==> config.mk <==
export PLATFORM = sky130hd
export DESIGN_NAME = dsos_top
export DESIGN_NICKNAME = d
export VERILOG_FILES = /design/src/core/dsos_pkg.sv /design/src/core/dsos_top.sv
export SDC_FILE = /design/constraint.sdc
export NUM_CORES = 1
export LEC_CHECK = 0
export ABC_AREA = 1
export BUFFER_PORTS_ARGS = -buffer_cell sky130_fd_sc_hd__buf_2
export CAP_MARGIN = 20
export CORE_MARGIN = 8
export CORE_UTILIZATION = 45
export CTS_CLUSTER_SIZE = 30
export DETAILED_ROUTE_END_ITERATION = 7
export HOLD_SLACK_MARGIN = 0.1
export MAX_ROUTING_LAYER = met4
export PLACE_DENSITY = 0.66
export SETUP_SLACK_MARGIN = 0.15
export SLEW_MARGIN = 20
export SYNTH_ARGS = -nofsm -noshare
export SYNTH_HDL_FRONTEND = slang
export SYNTH_SLANG_ARGS = --single-unit
==> constraint.sdc <==
create_clock -name clk -period 4 [get_ports clk]
set_clock_uncertainty 0.15 [all_clocks]
set_input_delay 0.4 -clock clk [delete_from_list [all_inputs] [get_ports clk]]
set_output_delay 0.4 -clock clk [all_outputs]
set_load 0.1 [all_outputs]
==> src/core/dsos_pkg.sv <==
// Constants and carrier types for the drive status output selector
package dsos_pkg;
	// Register bus widths
	localparam int unsigned DW = 16;
	localparam int unsigned AW = 4;
	// Register offsets
	localparam logic [3:0] A_LEVEL = 4'h0;
	localparam logic [3:0] A_BAND = 4'h1;
	localparam logic [3:0] A_MAXF = 4'h2;
	localparam logic [3:0] A_SEL = 4'h3;
	localparam logic [3:0] A_CFG = 4'h4;
	localparam logic [3:0] A_STAT = 4'h5;
	// Frequencies in 0.01 Hz units
	localparam logic [15:0] LEVEL_RST = 16'h0BB8;
	localparam logic [15:0] BAND_RST = 16'h03E8;
	localparam logic [15:0] MAXF_RST = 16'h1770;
	localparam logic [15:0] FREQ_LIMIT = 16'h9C40;
	// Selector reset values
	localparam logic [4:0] TERM_SEL_RST = 5'h0C;
	localparam logic [4:0] RELAY_SEL_RST = 5'h11;
	localparam logic [2:0] MASK_RST = 3'h2;
	localparam logic [1:0] ROUTE_RST = 2'h0;
	localparam logic FAN_RST = 1'h0;
	// Field positions
	localparam int unsigned SEL_TERM_LSB = 0;
	localparam int unsigned SEL_RELAY_LSB = 8;
	localparam int unsigned CFG_MASK_LSB = 0;
	localparam int unsigned CFG_ROUTE_LSB = 4;
	localparam int unsigned CFG_FAN_BIT = 8;
	// Selector codes
	localparam logic [4:0] C_FDT1 = 5'h00;
	localparam logic [4:0] C_FDT2 = 5'h01;
	localparam logic [4:0] C_WIN = 5'h02;
	localparam logic [4:0] C_HYST = 5'h03;
	localparam logic [4:0] C_HYST_N = 5'h04;
	localparam logic [4:0] C_MOTOR_OL = 5'h05;
	localparam logic [4:0] C_INV_OL = 5'h06;
	localparam logic [4:0] C_STALL = 5'h07;
	localparam logic [4:0] C_OV = 5'h08;
	localparam logic [4:0] C_UV = 5'h09;
	localparam logic [4:0] C_OH = 5'h0A;
	localparam logic [4:0] C_CMD_LOSS = 5'h0B;
	localparam logic [4:0] C_RUN = 5'h0C;
	localparam logic [4:0] C_STOP = 5'h0D;
	localparam logic [4:0] C_CONST = 5'h0E;
	localparam logic [4:0] C_SEARCH = 5'h0F;
	localparam logic [4:0] C_WAIT = 5'h10;
	localparam logic [4:0] C_FAULT = 5'h11;
	localparam logic [4:0] C_FAN = 5'h12;
	localparam logic [4:0] C_BRAKE = 5'h13;
	// DC link trip thresholds in volts
	localparam logic [9:0] OV_200 = 10'h190;
	localparam logic [9:0] OV_400 = 10'h334;
	localparam logic [9:0] UV_200 = 10'h0B4;
	localparam logic [9:0] UV_400 = 10'h168;
	// Keypad link timeout
	localparam int unsigned KP_TIMEOUT_US = 1000;
	localparam int unsigned CLK_MHZ = 250;
	localparam int unsigned KP_TIMEOUT_CYC = KP_TIMEOUT_US * CLK_MHZ;
	// Drive status flags from the controller
	typedef struct packed {
		logic accel;
		logic decel;
		logic run_cmd;
		logic inv_out_on;
		logic motor_overload_flag;
		logic inverter_overload_flag;
		logic stall;
		logic speed_search;
		logic wait_run;
		logic heatsink_overheat_flag;
		logic analog_loss;
		logic rs485_loss;
		logic other_trip;
		logic restart_pending;
		logic fan_fault;
		logic brake_en;
		logic brake_sig;
	} dsos_flags_s;
	// Keypad link watchdog states
	typedef enum logic [1:0] {KP_IDLE, KP_TIMING, KP_FAILED} dsos_kp_e;
endpackage

==> src/core/dsos_top.sv <==
// Drive status output selector: detection, selection, keypad watchdog
//
// Decided for this implementation: the address-and-strobe port and the placing of the registers.
`timescale 1ns/1ps
`default_nettype none
// Notes on behaviour
// - Code 2: level window around run frequency
// - Code 3: accel reach, decel hysteresis hold
// - Code 4: inverted code 3 output
// - Level, band within limits; excess writes refused
// - Code 8: over-voltage trip by class
// - Code 9: under-voltage trip by class
// - Code 10: heatsink overheat flag
// - Code 11: analog or serial command lost
// - Code 12: run command and output on
// - Code 13: stopped without run command
// - Code 14: constant speed running
// - Code 16: waiting for run command
// - Code 17: fault per class mask
// - Mask 2: any trip except under-voltage
// - Code 18: fan alarm when not continuing
// - Code 19: external brake signal
// - Keypad failure routed by two bits
// - Keypad failure after continuous error time
// - Mask bits: undervolt, other, restart
// - Terminal and relay selected independently
module dsos_top
	import dsos_pkg::*;
#(
	parameter int unsigned KP_CYC = KP_TIMEOUT_CYC
) (
	// Clock and reset
	input wire logic clk,
	input wire logic sys_rst,
	// Register port
	input wire logic [AW-1:0] reg_addr,
	input wire logic [DW-1:0] reg_wdata,
	input wire logic reg_wr,
	input wire logic reg_rd,
	output logic [DW-1:0] reg_rdata,
	// Drive state
	input wire logic [15:0] run_freq,
	input wire logic [15:0] preset_freq,
	input wire logic [9:0] dc_link_volts,
	input wire logic class_400v,
	input wire dsos_flags_s flags,
	// Keypad link
	input wire logic kp_frame_valid,
	input wire logic kp_link_err,
	// Outputs
	output logic open_collector_output,
	output logic relay_contact_output,
	output logic kp_fail_display
);

	// Watchdog counter width
	localparam int unsigned CW = 24;

	// Refuse timeouts the counter cannot hold
	if (KP_CYC < 1 || KP_CYC >= (1 << CW)) begin : g_bad_cyc
		$error("KP_CYC out of range");
	end

	localparam logic [CW-1:0] KP_LAST = CW'(KP_CYC - 1);

	// Configuration registers
	logic [15:0] level_q;
	logic [15:0] band_q;
	logic [15:0] maxf_q;
	logic [4:0] term_sel_q;
	logic [4:0] relay_sel_q;
	logic [2:0] mask_q;
	logic [1:0] route_q;
	logic fan_cont_q;
	// Detection state
	logic hyst_q;
	// Keypad watchdog
	dsos_kp_e kp_q;
	logic [CW-1:0] kp_cnt_q;
	logic kp_fail;
	// Output and read data registers
	logic oc_q;
	logic relay_q;
	logic [DW-1:0] rdata_q;
	// Combinational conditions
	logic [15:0] half_bw;
	logic win_det;
	logic fdt1_det;
	logic fdt2_det;
	logic hyst_low;
	logic ov_trip;
	logic uv_trip;
	logic fault_det;
	logic [19:0] conds;
	logic oc_d;
	logic relay_d;

	// Distance between two frequencies
	function automatic logic [15:0] absdiff(input logic [15:0] a, input logic [15:0] b);
		absdiff = (a >= b) ? (a - b) : (b - a);
	endfunction

	// Picks one condition by selector code; unused codes stay low
	function automatic logic pick(input logic [4:0] code, input logic [19:0] c);
		pick = (code <= C_BRAKE) ? c[code] : 1'b0;
	endfunction

	// Frequency setting guard, against max and absolute limit
	function automatic logic freq_ok(input logic [15:0] v, input logic [15:0] mx);
		freq_ok = (v <= mx) && (v <= FREQ_LIMIT);
	endfunction

	// Half bandwidth
	assign half_bw = {1'b0, band_q[15:1]};

	assign win_det = absdiff(level_q, run_freq) <= half_bw;
	// Preset tracking windows
	assign fdt1_det = absdiff(preset_freq, run_freq) <= half_bw;
	assign fdt2_det = (preset_freq == level_q) && fdt1_det;
	// Lower hysteresis edge; never reached when it would be negative
	assign hyst_low = (level_q >= half_bw) && (run_freq <= level_q - half_bw);

	assign ov_trip = class_400v ? (dc_link_volts > OV_400) : (dc_link_volts > OV_200);
	assign uv_trip = class_400v ? (dc_link_volts < UV_400) : (dc_link_volts < UV_200);

	// fault class decode: bit 0 under-voltage, bit 2 retry
	// bit 1 covers every trip but under-voltage
	assign fault_det = (mask_q[0] && uv_trip) || (mask_q[2] && flags.restart_pending)
		|| (mask_q[1] && (ov_trip || flags.other_trip || flags.heatsink_overheat_flag));

	// Condition vector indexed by selector code
	always_comb begin
		conds = 20'h00000;
		conds[C_FDT1] = fdt1_det;
		conds[C_FDT2] = fdt2_det;
		conds[C_WIN] = win_det;
		conds[C_HYST] = hyst_q;
		conds[C_HYST_N] = ~hyst_q;
		conds[C_MOTOR_OL] = flags.motor_overload_flag;
		conds[C_INV_OL] = flags.inverter_overload_flag;
		conds[C_STALL] = flags.stall;
		conds[C_SEARCH] = flags.speed_search;
		conds[C_OV] = ov_trip;
		conds[C_UV] = uv_trip;
		conds[C_OH] = flags.heatsink_overheat_flag;
		conds[C_CMD_LOSS] = flags.analog_loss | flags.rs485_loss;
		conds[C_RUN] = flags.run_cmd & flags.inv_out_on;
		conds[C_STOP] = ~flags.run_cmd & ~flags.inv_out_on;
		conds[C_CONST] = flags.inv_out_on & ~flags.accel & ~flags.decel;
		conds[C_WAIT] = flags.wait_run;
		conds[C_FAULT] = fault_det;
		// fan alarm only when operation does not continue
		conds[C_FAN] = flags.fan_fault & ~fan_cont_q;
		conds[C_BRAKE] = flags.brake_en & flags.brake_sig;
	end

	// bit 0 terminal, bit 1 relay
	assign oc_d = pick(term_sel_q, conds) | (route_q[0] & kp_fail);
	assign relay_d = pick(relay_sel_q, conds) | (route_q[1] & kp_fail);

	// accel sets, decel clears at lower edge
	always_ff @(posedge clk or posedge sys_rst) begin
		if (sys_rst) begin
			hyst_q <= 1'b0;
		end else if (flags.accel && run_freq >= level_q) begin
			// Reached level while speeding up
			hyst_q <= 1'b1;
		end else if (flags.decel && hyst_low) begin
			// Dropped to level minus half band
			hyst_q <= 1'b0;
		end
	end

	// Output registers
	always_ff @(posedge clk or posedge sys_rst) begin
		if (sys_rst) begin
			oc_q <= 1'b0;
			relay_q <= 1'b0;
		end else begin
			oc_q <= oc_d;
			relay_q <= relay_d;
		end
	end

	assign open_collector_output = oc_q;
	assign relay_contact_output = relay_q;

	always_ff @(posedge clk or posedge sys_rst) begin
		if (sys_rst) begin
			kp_q <= KP_IDLE;
			kp_cnt_q <= '0;
		end else begin
			case (kp_q)
				// Link healthy
				KP_IDLE: begin
					kp_cnt_q <= '0;
					if (kp_link_err && !kp_frame_valid) begin
						kp_q <= KP_TIMING;
					end
				end
				// Error seen, counting
				KP_TIMING: begin
					if (kp_frame_valid || !kp_link_err) begin
						kp_q <= KP_IDLE;
						kp_cnt_q <= '0;
					end else if (kp_cnt_q >= KP_LAST) begin
						kp_q <= KP_FAILED;
					end else begin
						kp_cnt_q <= kp_cnt_q + 1'b1;
					end
				end
				// Failure held until a good frame
				KP_FAILED: begin
					kp_cnt_q <= '0;
					if (kp_frame_valid) begin
						kp_q <= KP_IDLE;
					end
				end
				default: begin
					kp_q <= KP_IDLE;
					kp_cnt_q <= '0;
				end
			endcase
		end
	end

	assign kp_fail = (kp_q == KP_FAILED);
	assign kp_fail_display = kp_fail;

	// Register writes
	always_ff @(posedge clk or posedge sys_rst) begin
		if (sys_rst) begin
			level_q <= LEVEL_RST;
			band_q <= BAND_RST;
			maxf_q <= MAXF_RST;
			term_sel_q <= TERM_SEL_RST;
			relay_sel_q <= RELAY_SEL_RST;
			mask_q <= MASK_RST;
			route_q <= ROUTE_RST;
			fan_cont_q <= FAN_RST;
		end else if (reg_wr) begin
			case (reg_addr)
				A_LEVEL: begin
					if (freq_ok(reg_wdata, maxf_q)) begin
						level_q <= reg_wdata;
					end
				end
				A_BAND: begin
					if (freq_ok(reg_wdata, maxf_q)) begin
						band_q <= reg_wdata;
					end
				end
				// Max frequency, within absolute limit
				A_MAXF: begin
					if (reg_wdata <= FREQ_LIMIT) begin
						maxf_q <= reg_wdata;
					end
				end
				// Selectors; codes above range ignored per field
				A_SEL: begin
					if (reg_wdata[SEL_TERM_LSB +: 5] <= C_BRAKE) begin
						term_sel_q <= reg_wdata[SEL_TERM_LSB +: 5];
					end
					if (reg_wdata[SEL_RELAY_LSB +: 5] <= C_BRAKE) begin
						relay_sel_q <= reg_wdata[SEL_RELAY_LSB +: 5];
					end
				end
				// Mask, routing, fan behaviour
				A_CFG: begin
					mask_q <= reg_wdata[CFG_MASK_LSB +: 3];
					route_q <= reg_wdata[CFG_ROUTE_LSB +: 2];
					fan_cont_q <= reg_wdata[CFG_FAN_BIT];
				end
				// Read-only or unmapped
				default: begin
				end
			endcase
		end
	end

	// Read data, valid the cycle after the strobe only
	always_ff @(posedge clk or posedge sys_rst) begin
		if (sys_rst) begin
			rdata_q <= '0;
		end else if (reg_rd) begin
			case (reg_addr)
				A_LEVEL: rdata_q <= level_q;
				A_BAND: rdata_q <= band_q;
				A_MAXF: rdata_q <= maxf_q;
				A_SEL: rdata_q <= {3'h0, relay_sel_q, 3'h0, term_sel_q};
				A_CFG: rdata_q <= {7'h00, fan_cont_q, 2'h0, route_q, 1'h0, mask_q};
				A_STAT: rdata_q <= {8'h00, uv_trip, ov_trip, fault_det, kp_fail,
					hyst_q, win_det, relay_q, oc_q};
				default: rdata_q <= '0;
			endcase
		end else begin
			rdata_q <= '0;
		end
	end

	assign reg_rdata = rdata_q;

	// Window drives terminal
	property p_win;
		@(posedge clk) disable iff (sys_rst)
		(term_sel_q == C_WIN && !route_q[0]) |=> (oc_q == $past(win_det));
	endproperty
	a_win: assert property (p_win) else $error("window output wrong");
	// Accel reach sets hysteresis
	property p_hyst_set;
		@(posedge clk) disable iff (sys_rst)
		(flags.accel && run_freq >= level_q) |=> hyst_q;
	endproperty
	a_hyst_set: assert property (p_hyst_set) else $error("hysteresis not set");
	// Inverted hysteresis on relay
	property p_hyst_n;
		@(posedge clk) disable iff (sys_rst)
		(relay_sel_q == C_HYST_N && !route_q[1]) |=> (relay_q != $past(hyst_q));
	endproperty
	a_hyst_n: assert property (p_hyst_n) else $error("inverted output wrong");
	// Excess level refused
	property p_level_ref;
		@(posedge clk) disable iff (sys_rst)
		(reg_wr && reg_addr == A_LEVEL && reg_wdata > maxf_q) |=> $stable(level_q);
	endproperty
	a_level_ref: assert property (p_level_ref) else $error("level write not refused");
	// Over-voltage on 400 V class
	property p_ov;
		@(posedge clk) disable iff (sys_rst)
		(class_400v && dc_link_volts > OV_400 && term_sel_q == C_OV) |=> oc_q;
	endproperty
	a_ov: assert property (p_ov) else $error("over-voltage missed");
	// Stop indication
	property p_stop;
		@(posedge clk) disable iff (sys_rst)
		(term_sel_q == C_STOP && !flags.run_cmd && !flags.inv_out_on) |=> oc_q;
	endproperty
	a_stop: assert property (p_stop) else $error("stop output missed");
	// Mask 2 ignores under-voltage alone
	property p_mask2;
		@(posedge clk) disable iff (sys_rst)
		(relay_sel_q == C_FAULT && mask_q == 3'h2 && !route_q[1] && !ov_trip
			&& !flags.other_trip && !flags.heatsink_overheat_flag) |=> !relay_q;
	endproperty
	a_mask2: assert property (p_mask2) else $error("fault mask wrong");
	// Routed keypad failure reaches relay
	property p_route;
		@(posedge clk) disable iff (sys_rst)
		(kp_fail && route_q[1]) |=> relay_q;
	endproperty
	a_route: assert property (p_route) else $error("keypad routing wrong");
	// Failure only after an error
	property p_kp_rise;
		@(posedge clk) disable iff (sys_rst)
		$rose(kp_fail) |-> ($past(kp_link_err) && kp_cnt_q == KP_LAST);
	endproperty
	a_kp_rise: assert property (p_kp_rise) else $error("early keypad failure");
	// Valid frame clears failure
	property p_kp_clr;
		@(posedge clk) disable iff (sys_rst)
		kp_frame_valid |=> !kp_fail;
	endproperty
	a_kp_clr: assert property (p_kp_clr) else $error("failure not cleared");

	// Scenario coverage
	c_kp_fail: cover property (@(posedge clk) disable iff (sys_rst) $rose(kp_fail));
	c_hyst: cover property (@(posedge clk) disable iff (sys_rst) $fell(hyst_q));
	c_fault: cover property (@(posedge clk) disable iff (sys_rst)
		relay_sel_q == C_FAULT ##1 relay_q);

endmodule // dsos_top
`default_nettype wire

==> metrics, run 1 <==
CTS Buffer Depth=2; FILL cells=approximately 2400; share of cells above drive strength 1=0.2333; Placement Cell Area=approximately 13000 µm²; GPL Wtd Cong=0.9341; die area=between 30000 and 40000 µm²; commonest non-fill, non-tap cell in the layout=nand2_1; largest net degree at the start of global routing=between 60 and 70; Top delay family on crit path=simple AND/OR/NAND/NOR gates; cells after synthesis=approximately 1600; clk sinks=about 110; WP data required=between 4000 and 5000 ps; wire per inst=17.27 µm; Post-synth EDFFs=0; Max H-tree Level=3; # DRC=0; Max Slew Vio Count=0; antenna-violating nets left=0; CP Data Arrival Time=3980 ps; fmax=~260 MHz; post-detail-place hpwl=around 32 mm; gr ovfl total=0; Avg Inst Size Synth=6.942 µm²; worst min-delay path class=in -> reg; Yosys top cell by area=dfrtp_1; crit-path most repeated cell=nand2_1; Starting Density=0.4578; final hold vios=0; Die Height=~170 µm; CP Buf/Inv Count=4; area delta synth->final=25.08%; first-pass GRT wire length=about 59 mm; critical path type=reg -> reg; DRT Wirelength=37.89 mm; top-level port count=105; vias=11490; Port Buffers=roughly 100; Reg clk slew, reported paths=approximately 70 ps; net count after synthesis=~1800; worst-path maximum fanout=5; ys flop type=dfrtp_1; post-route cell area=about 14000 µm²; CP max stage delay=~560 ps; core footprint=roughly 24000 µm²; FF+latch count, synth=between 100 and 150; Vias/cell=about 5.2; post-layout min period=a little under 4000 ps; site row count=between 50 and 60; post-synth top area share=0.1888; Syn Std Cell Area=~11000 µm²; MaxCap Viol Count=0; top post-synthesis cells by area=dfrtp_1 19%, ha_1 16%, nand2_1 14%; most frequent cells in the layout=389 x nand2_1, 261 x inv_1, 165 x buf_4, 130 x ha_1, 109 x a21oi_1; endpoints failing setup=0; synth warn=0; area of the multi-input gates=7580 µm²; Leakage=~7.4 nW; cts bufs inserted=9; Tot GR Track Use=0.2506; Worst slew margin=0.4829; Reg area=around 2800 µm²; Worst Tran Pin Value=773.8 ps; PD cells=approximately 450 nW/µm²; unrepaired setup endpoints after global routing=true; CTS tree=built; FFs w/ async S/R, synth=1.000; Die W=173.3 µm; Clk Latency, worst-skew pair=360 ps; period utilisation layout=0.9606; fin nets=~2100; antenna violations before repair=1; register area share after synthesis=0.2478; Crit. End Element=flip-flop; CTS Root Cell=clkbuf_16; WHS=between 150 and 200 ps; first drt pass iteration count=5; Worst VDD drop=roughly 350 µV; Iteration-0 DRC Markers=around 720; Yosys cell types=64; status=finished, final reports clean; vias in the first global route=11360; startpoint types=flip-flop; crit path max-delay cell type=dfstp_2
==> routing by layer <==
| layer | GRT usage | wire length, µm | vias up |
|---|---|---|---|
| met4 | 0.07833 | 1101 | 0 |
| li1 | - | - | 5759 |
| met3 | 0.02331 | 1657 | 61 |
| met2 | 0.4196 | 18060 | 335 |
| met5 | - | 0 | - |
| met1 | 0.3153 | 17080 | 5337 |
==> cells by family (layout without fill, tap and decap cells) <==
| family | Yosys count | count (layout) | share of synthesized area |
|---|---|---|---|
| xor gates and xnor gates | 67 | 67 | 0.05270 |
| AOI/OAI and AO/OA | 322 | 322 | 0.1696 |
| buffers and inverters | 299 | 564 | 0.1050 |
| adders and majority gates | 146 | 146 | 0.1674 |
| muxes | 1 | 1 | 0.0008990 |
| and+or+nand+nor | 660 | 660 | 0.2567 |
| other | 0 | 1 | 0 |
| DFF | 109 | 109 | 0.2478 |
==> repair_timing <==
item,4_1_cts,5_1_grt
resized for setup,34,61
endpoints found under the hold margin,41,0
buffers inserted,4,12
pin swaps,15,40
setup endpoints to repair,4,4
hold buffers,2,0
==> area by class of cell <==
type	instances	area share
multi-input combinational	1196	0.5442
sequential	109	0.1982
timing repair buffer	277	0.1332
inverter	271	0.07322
tap	324	0.02911
clock buffer	9	0.01617
clock inverter	7	0.005660
antenna	1	0.0001797
==> power by group <==
group          internal, mW  switching (mW)  total (mW)
logic                  1.63            2.32        3.95
registers              1.29           0.177        1.47
clock network         0.446           0.457       0.904
total                  3.37            2.96        6.33
==> path summary, 6_finish.rpt <==
check	startpoint	to	slack, ps	cells after the start
worst min register to register	kp_q[0]$_DFFE_PP0P_	kp_q[0]$_DFFE_PP0P_	320	1
worst min-delay path	reg_wdata[5]	level_q[5]$_DFFE_PP1P_	160	3
worst max-delay path	level_q[7]$_DFFE_PP1P_	relay_contact_output$_DFF_PP0_	160	31
worst max register to register	level_q[7]$_DFFE_PP1P_	relay_contact_output$_DFF_PP0_	160	31
max in group asynchronous	sys_rst	maxf_q[5]$_DFFE_PP1P_	2220	4
min in group asynchronous	sys_rst	reg_rdata[15]$_DFF_PP0_	560	3
==> synth_stat cells, types with 6 or more instances <==
library cell,count
nand2_2,9
o22ai_1,18
clkbuf_1,15
xnor2_1,24
nor2_4,6
dfstp_2,25
o21ai_1,13
dfrtp_1,84
a21o_1,9
a21oi_1,118
nand3_1,61
o21ai_0,94
a31oi_1,16
nor3_1,29
xor2_1,43
o21bai_1,6
nand2_1,406
nand4_1,20
ha_1,141
buf_2,6
inv_1,268
nor2_1,99
a221oi_1,8
==> flip-flops by register name (all words and copies together), names as in the netlist, 3 cells and up <==
register / flops
term_sel_q: 5
level_q: 16
maxf_q: 16
band_q: 16
relay_sel_q: 5
mask_q: 3
kp_cnt_q: 24
reg_rdata: 16
==> through the flow <==
stage               setup TNS, ps  std cells  worst slack [ps]  utilization  power [mW]
floorplan                       0       1604             455.1            -       3.768
global placement           -513.1       2159            -240.9       0.5376       4.966
detailed placement         -591.4       2159            -258.6       0.5376       5.001
CTS                             0       2181             133.8       0.5583       6.052
global route               -154.9       2194            -72.84       0.5727       6.842
finish                          0       2194             157.7       0.5727       6.330
==> tightest hold or removal path, cell delays in order <==
cell and delay [ps]:
buf_2 130, nand3_1 80, nand2_1 50
Note: power is estimated with default switching activity, not from simulation.
==> run 2, diff against run 1 <==
Settings changed: CORE_MARGIN 8 to 5, CORE_UTILIZATION 45 to 65, PLACE_DENSITY 0.66 to 0.89.
Clock period 4 ns to 4.8 ns, I/O delays scaled along.
==> run 2 against run 1 <==
Compared with the run above: critical endpoint is now open_collector_output$_DFF_PP0_; largest power group unchanged; first-iteration DRC count increased by 94%; clock power decreased by 15%; non-clock buffer count is 150 lower; combinational power down 29%; setup slack better by 310 ps.
==> metrics, run 2 (same netlist as run 1, synthesis figures left out) <==
sw frac=0.4893 (+0.02188); power share of the clock group=0.160 (+0.017); CP max stage delay=580 ps (+20 ps); CP Buf/Inv Count=3 (-1); r2r endpoint=open_collector_output$_DFF_PP0_; critical path type=reg -> reg; fmax=230.8 MHz (-11%); largest net degree at the start of global routing=49 (-20%); Max Slew Vio Count=0 (unchanged); CTS Root Cell=clkbuf_16; Crit. path cell count=24 (-23%); worst min-delay path class=in -> reg; antenna-violating nets left=0 (unchanged); Comb power frac=0.581 (-0.044); crit path max-delay cell type=o21ai_0; flop-to-flop setup slack=470 ps (+310 ps); commonest non-fill, non-tap cell in the layout=nand2_1; Iteration-0 DRC Markers=1405 (+94%); first-pass GRT wire length=57.64 mm (-2.4%); WHS=197.8 ps (+41.86 ps); Max H-tree Level=3 (unchanged); antenna diode count=0 (-1); first drt pass iteration count=5 (unchanged); Reg2Reg Launch Point=level_q[0]$_DFFE_PP0P_; internal power=2.452 mW (-27%); Port Buffers=104 (unchanged); # DRC=0 (unchanged); CP Data Arrival Time=4480 ps (+500 ps); vias=11510 (+0.12%); gr ovfl total=0 (unchanged); P_sw=2.349 mW (-21%); status=finished, final reports clean; crit-path most repeated cell=nand2_1; worst-path maximum fanout=4 (-1); Tot GR Track Use=0.3761 (+0.1255); CTS tree=built; fin util=0.7360 (+0.1633); post-detail-place hpwl=29.40 mm (-6.8%); Leakage=6.614 nW (-10%); clk sinks=109 (unchanged); most flop-heavy register=kp_cnt_q; Seq pwr share=0.259 (+0.026); Final WS setup=466.6 ps (+308.9 ps); most frequent cells in the layout=406 x nand2_1, 266 x inv_1, 141 x ha_1, 118 x a21oi_1, 104 x buf_2; Vias/cell=5.934 (+13%); dpl ws=42.46 ps (+301.0 ps); Critical Path, Cell by Cell=buf_4, ha_1, inv_1, fa_1, a21o_1, a21oi_1, o21ai_0, a21oi_1, o21ai_0, xor2_1, nand2_1, nand2_1, inv_1, ha_1, nand2_1, nor3_4, nand4_1, nand2_1, nand4_1, a21oi_1, nand2_1, nand2_1, nand2_1, nand2_1; site row count=47 (-18%); Power, Total=4.801 mW (-24%); wire per inst=18.85 µm (+9.1%); cells on worst reg2reg path=24 (-23%); fin nets=1946 (-7.2%); unrepaired setup endpoints after global routing=false; Worst Tran Pin Value=1130 ps (+356.4 ps); core footprint=16700 µm² (-31%); die area=19850 µm² (-34%); hold path start=kp_frame_valid; Die Height=140.9 µm (-19%); area delta synth->final=10.39%; final hold vios=0 (unchanged); vias in the first global route=11140 (-1.9%); max FFs per register=24 (unchanged); endpoints failing setup=0 (unchanged); Clk Latency, worst-skew pair=370 ps (about the same); Starting Density=0.6667 (+0.2089); setup TNS=0 ps (unchanged); top-level port count=105 (unchanged); WP data required=4950 ps (+810 ps); period utilisation layout=0.9028 (-0.05779); GPL Wtd Cong=1.126 (+20%); Worst VDD drop=316.9 µV (-8.2%); WHS Endpoint=kp_q[1]$_DFFE_PP0P_; Hold Path Cell Cnt=2 (-1); cts bufs inserted=9 (unchanged); Reg clk slew, reported paths=80 ps (about the same); Die W=140.9 µm (-19%); antenna violations before repair=0 (-1); startpoint types=flip-flop; MaxCap Viol Count=0 (unchanged); share of cells above drive strength 1=0.1291 (-0.1041); PD cells=390.6 nW/µm² (-14%); Worst slew margin=0.2437 (-0.2391); CTS Buffer Depth=2 (unchanged); Crit. End Element=flip-flop; Top delay family on crit path=compound AO/OA/AOI/OAI gates; DRT Wirelength=36.54 mm (-3.6%); post-layout min period=4333 ps (+491.1 ps)
[run 2: layout make-up]
cell class | instances | area (µm²)
clock buffer | 9 | 225.2
clock inverter | 7 | 75.07
fill | 1359 | 4409
inverter | 271 | 1020
multi-input combinational | 1196 | 7228
sequential | 109 | 2760
tap | 220 | 275.3
timing repair buffer | 127 | 708.2
[run 2: per-stage QoR]
stage	instances	cell area [µm²]
2_1_floorplan	1604	11130
3_3_place_gp	1913	11880
3_5_place_dp	1913	11880
4_1_cts	1934	12240
5_1_grt	1939	12290
6_report	1939	12290
[run 2: how the worst max path moves through the flow]
stage | to | start | slack (ps)
CTS | open_collector_output$_DFF_PP0_ | level_q[0]$_DFFE_PP0P_ | 190
detailed placement | open_collector_output$_DFF_PP0_ | run_freq[1] | 40
global placement | open_collector_output$_DFF_PP0_ | run_freq[1] | 150
finish | open_collector_output$_DFF_PP0_ | level_q[0]$_DFFE_PP0P_ | 470
floorplan | open_collector_output$_DFF_PP0_ | preset_freq[0] | 1180
global route | open_collector_output$_DFF_PP0_ | level_q[0]$_DFFE_PP0P_ | 160
[run 2: what timing repair did]
action,4_1_cts,5_1_grt
hold endpoints to repair,30,0
gates cloned,0,0
setup buffers,4,5
pin swaps,1,2
gates resized for setup,1,7
endpoints found under the setup margin,3,3
hold buffers,1,0
[run 2: power groups by stage]
stage	Clock (mW)	Combinational (mW)	Sequential [mW]
final	0.767	2.79	1.24
after detailed placement	0	2.64	1.25
after CTS	0.772	2.69	1.23
after floorplan	0	1.86	1.28
after global placement	0	2.59	1.24
after global routing	0.819	3.09	1.25
[run 2: routing by layer]
metal,GRT usage,routed length [µm],up-vias
met4,0.1734,1891,0
met5,-,0,-
met2,0.5834,16580,653
met1,0.4756,14560,5273
li1,-,-,5460
met3,0.07484,3505,120
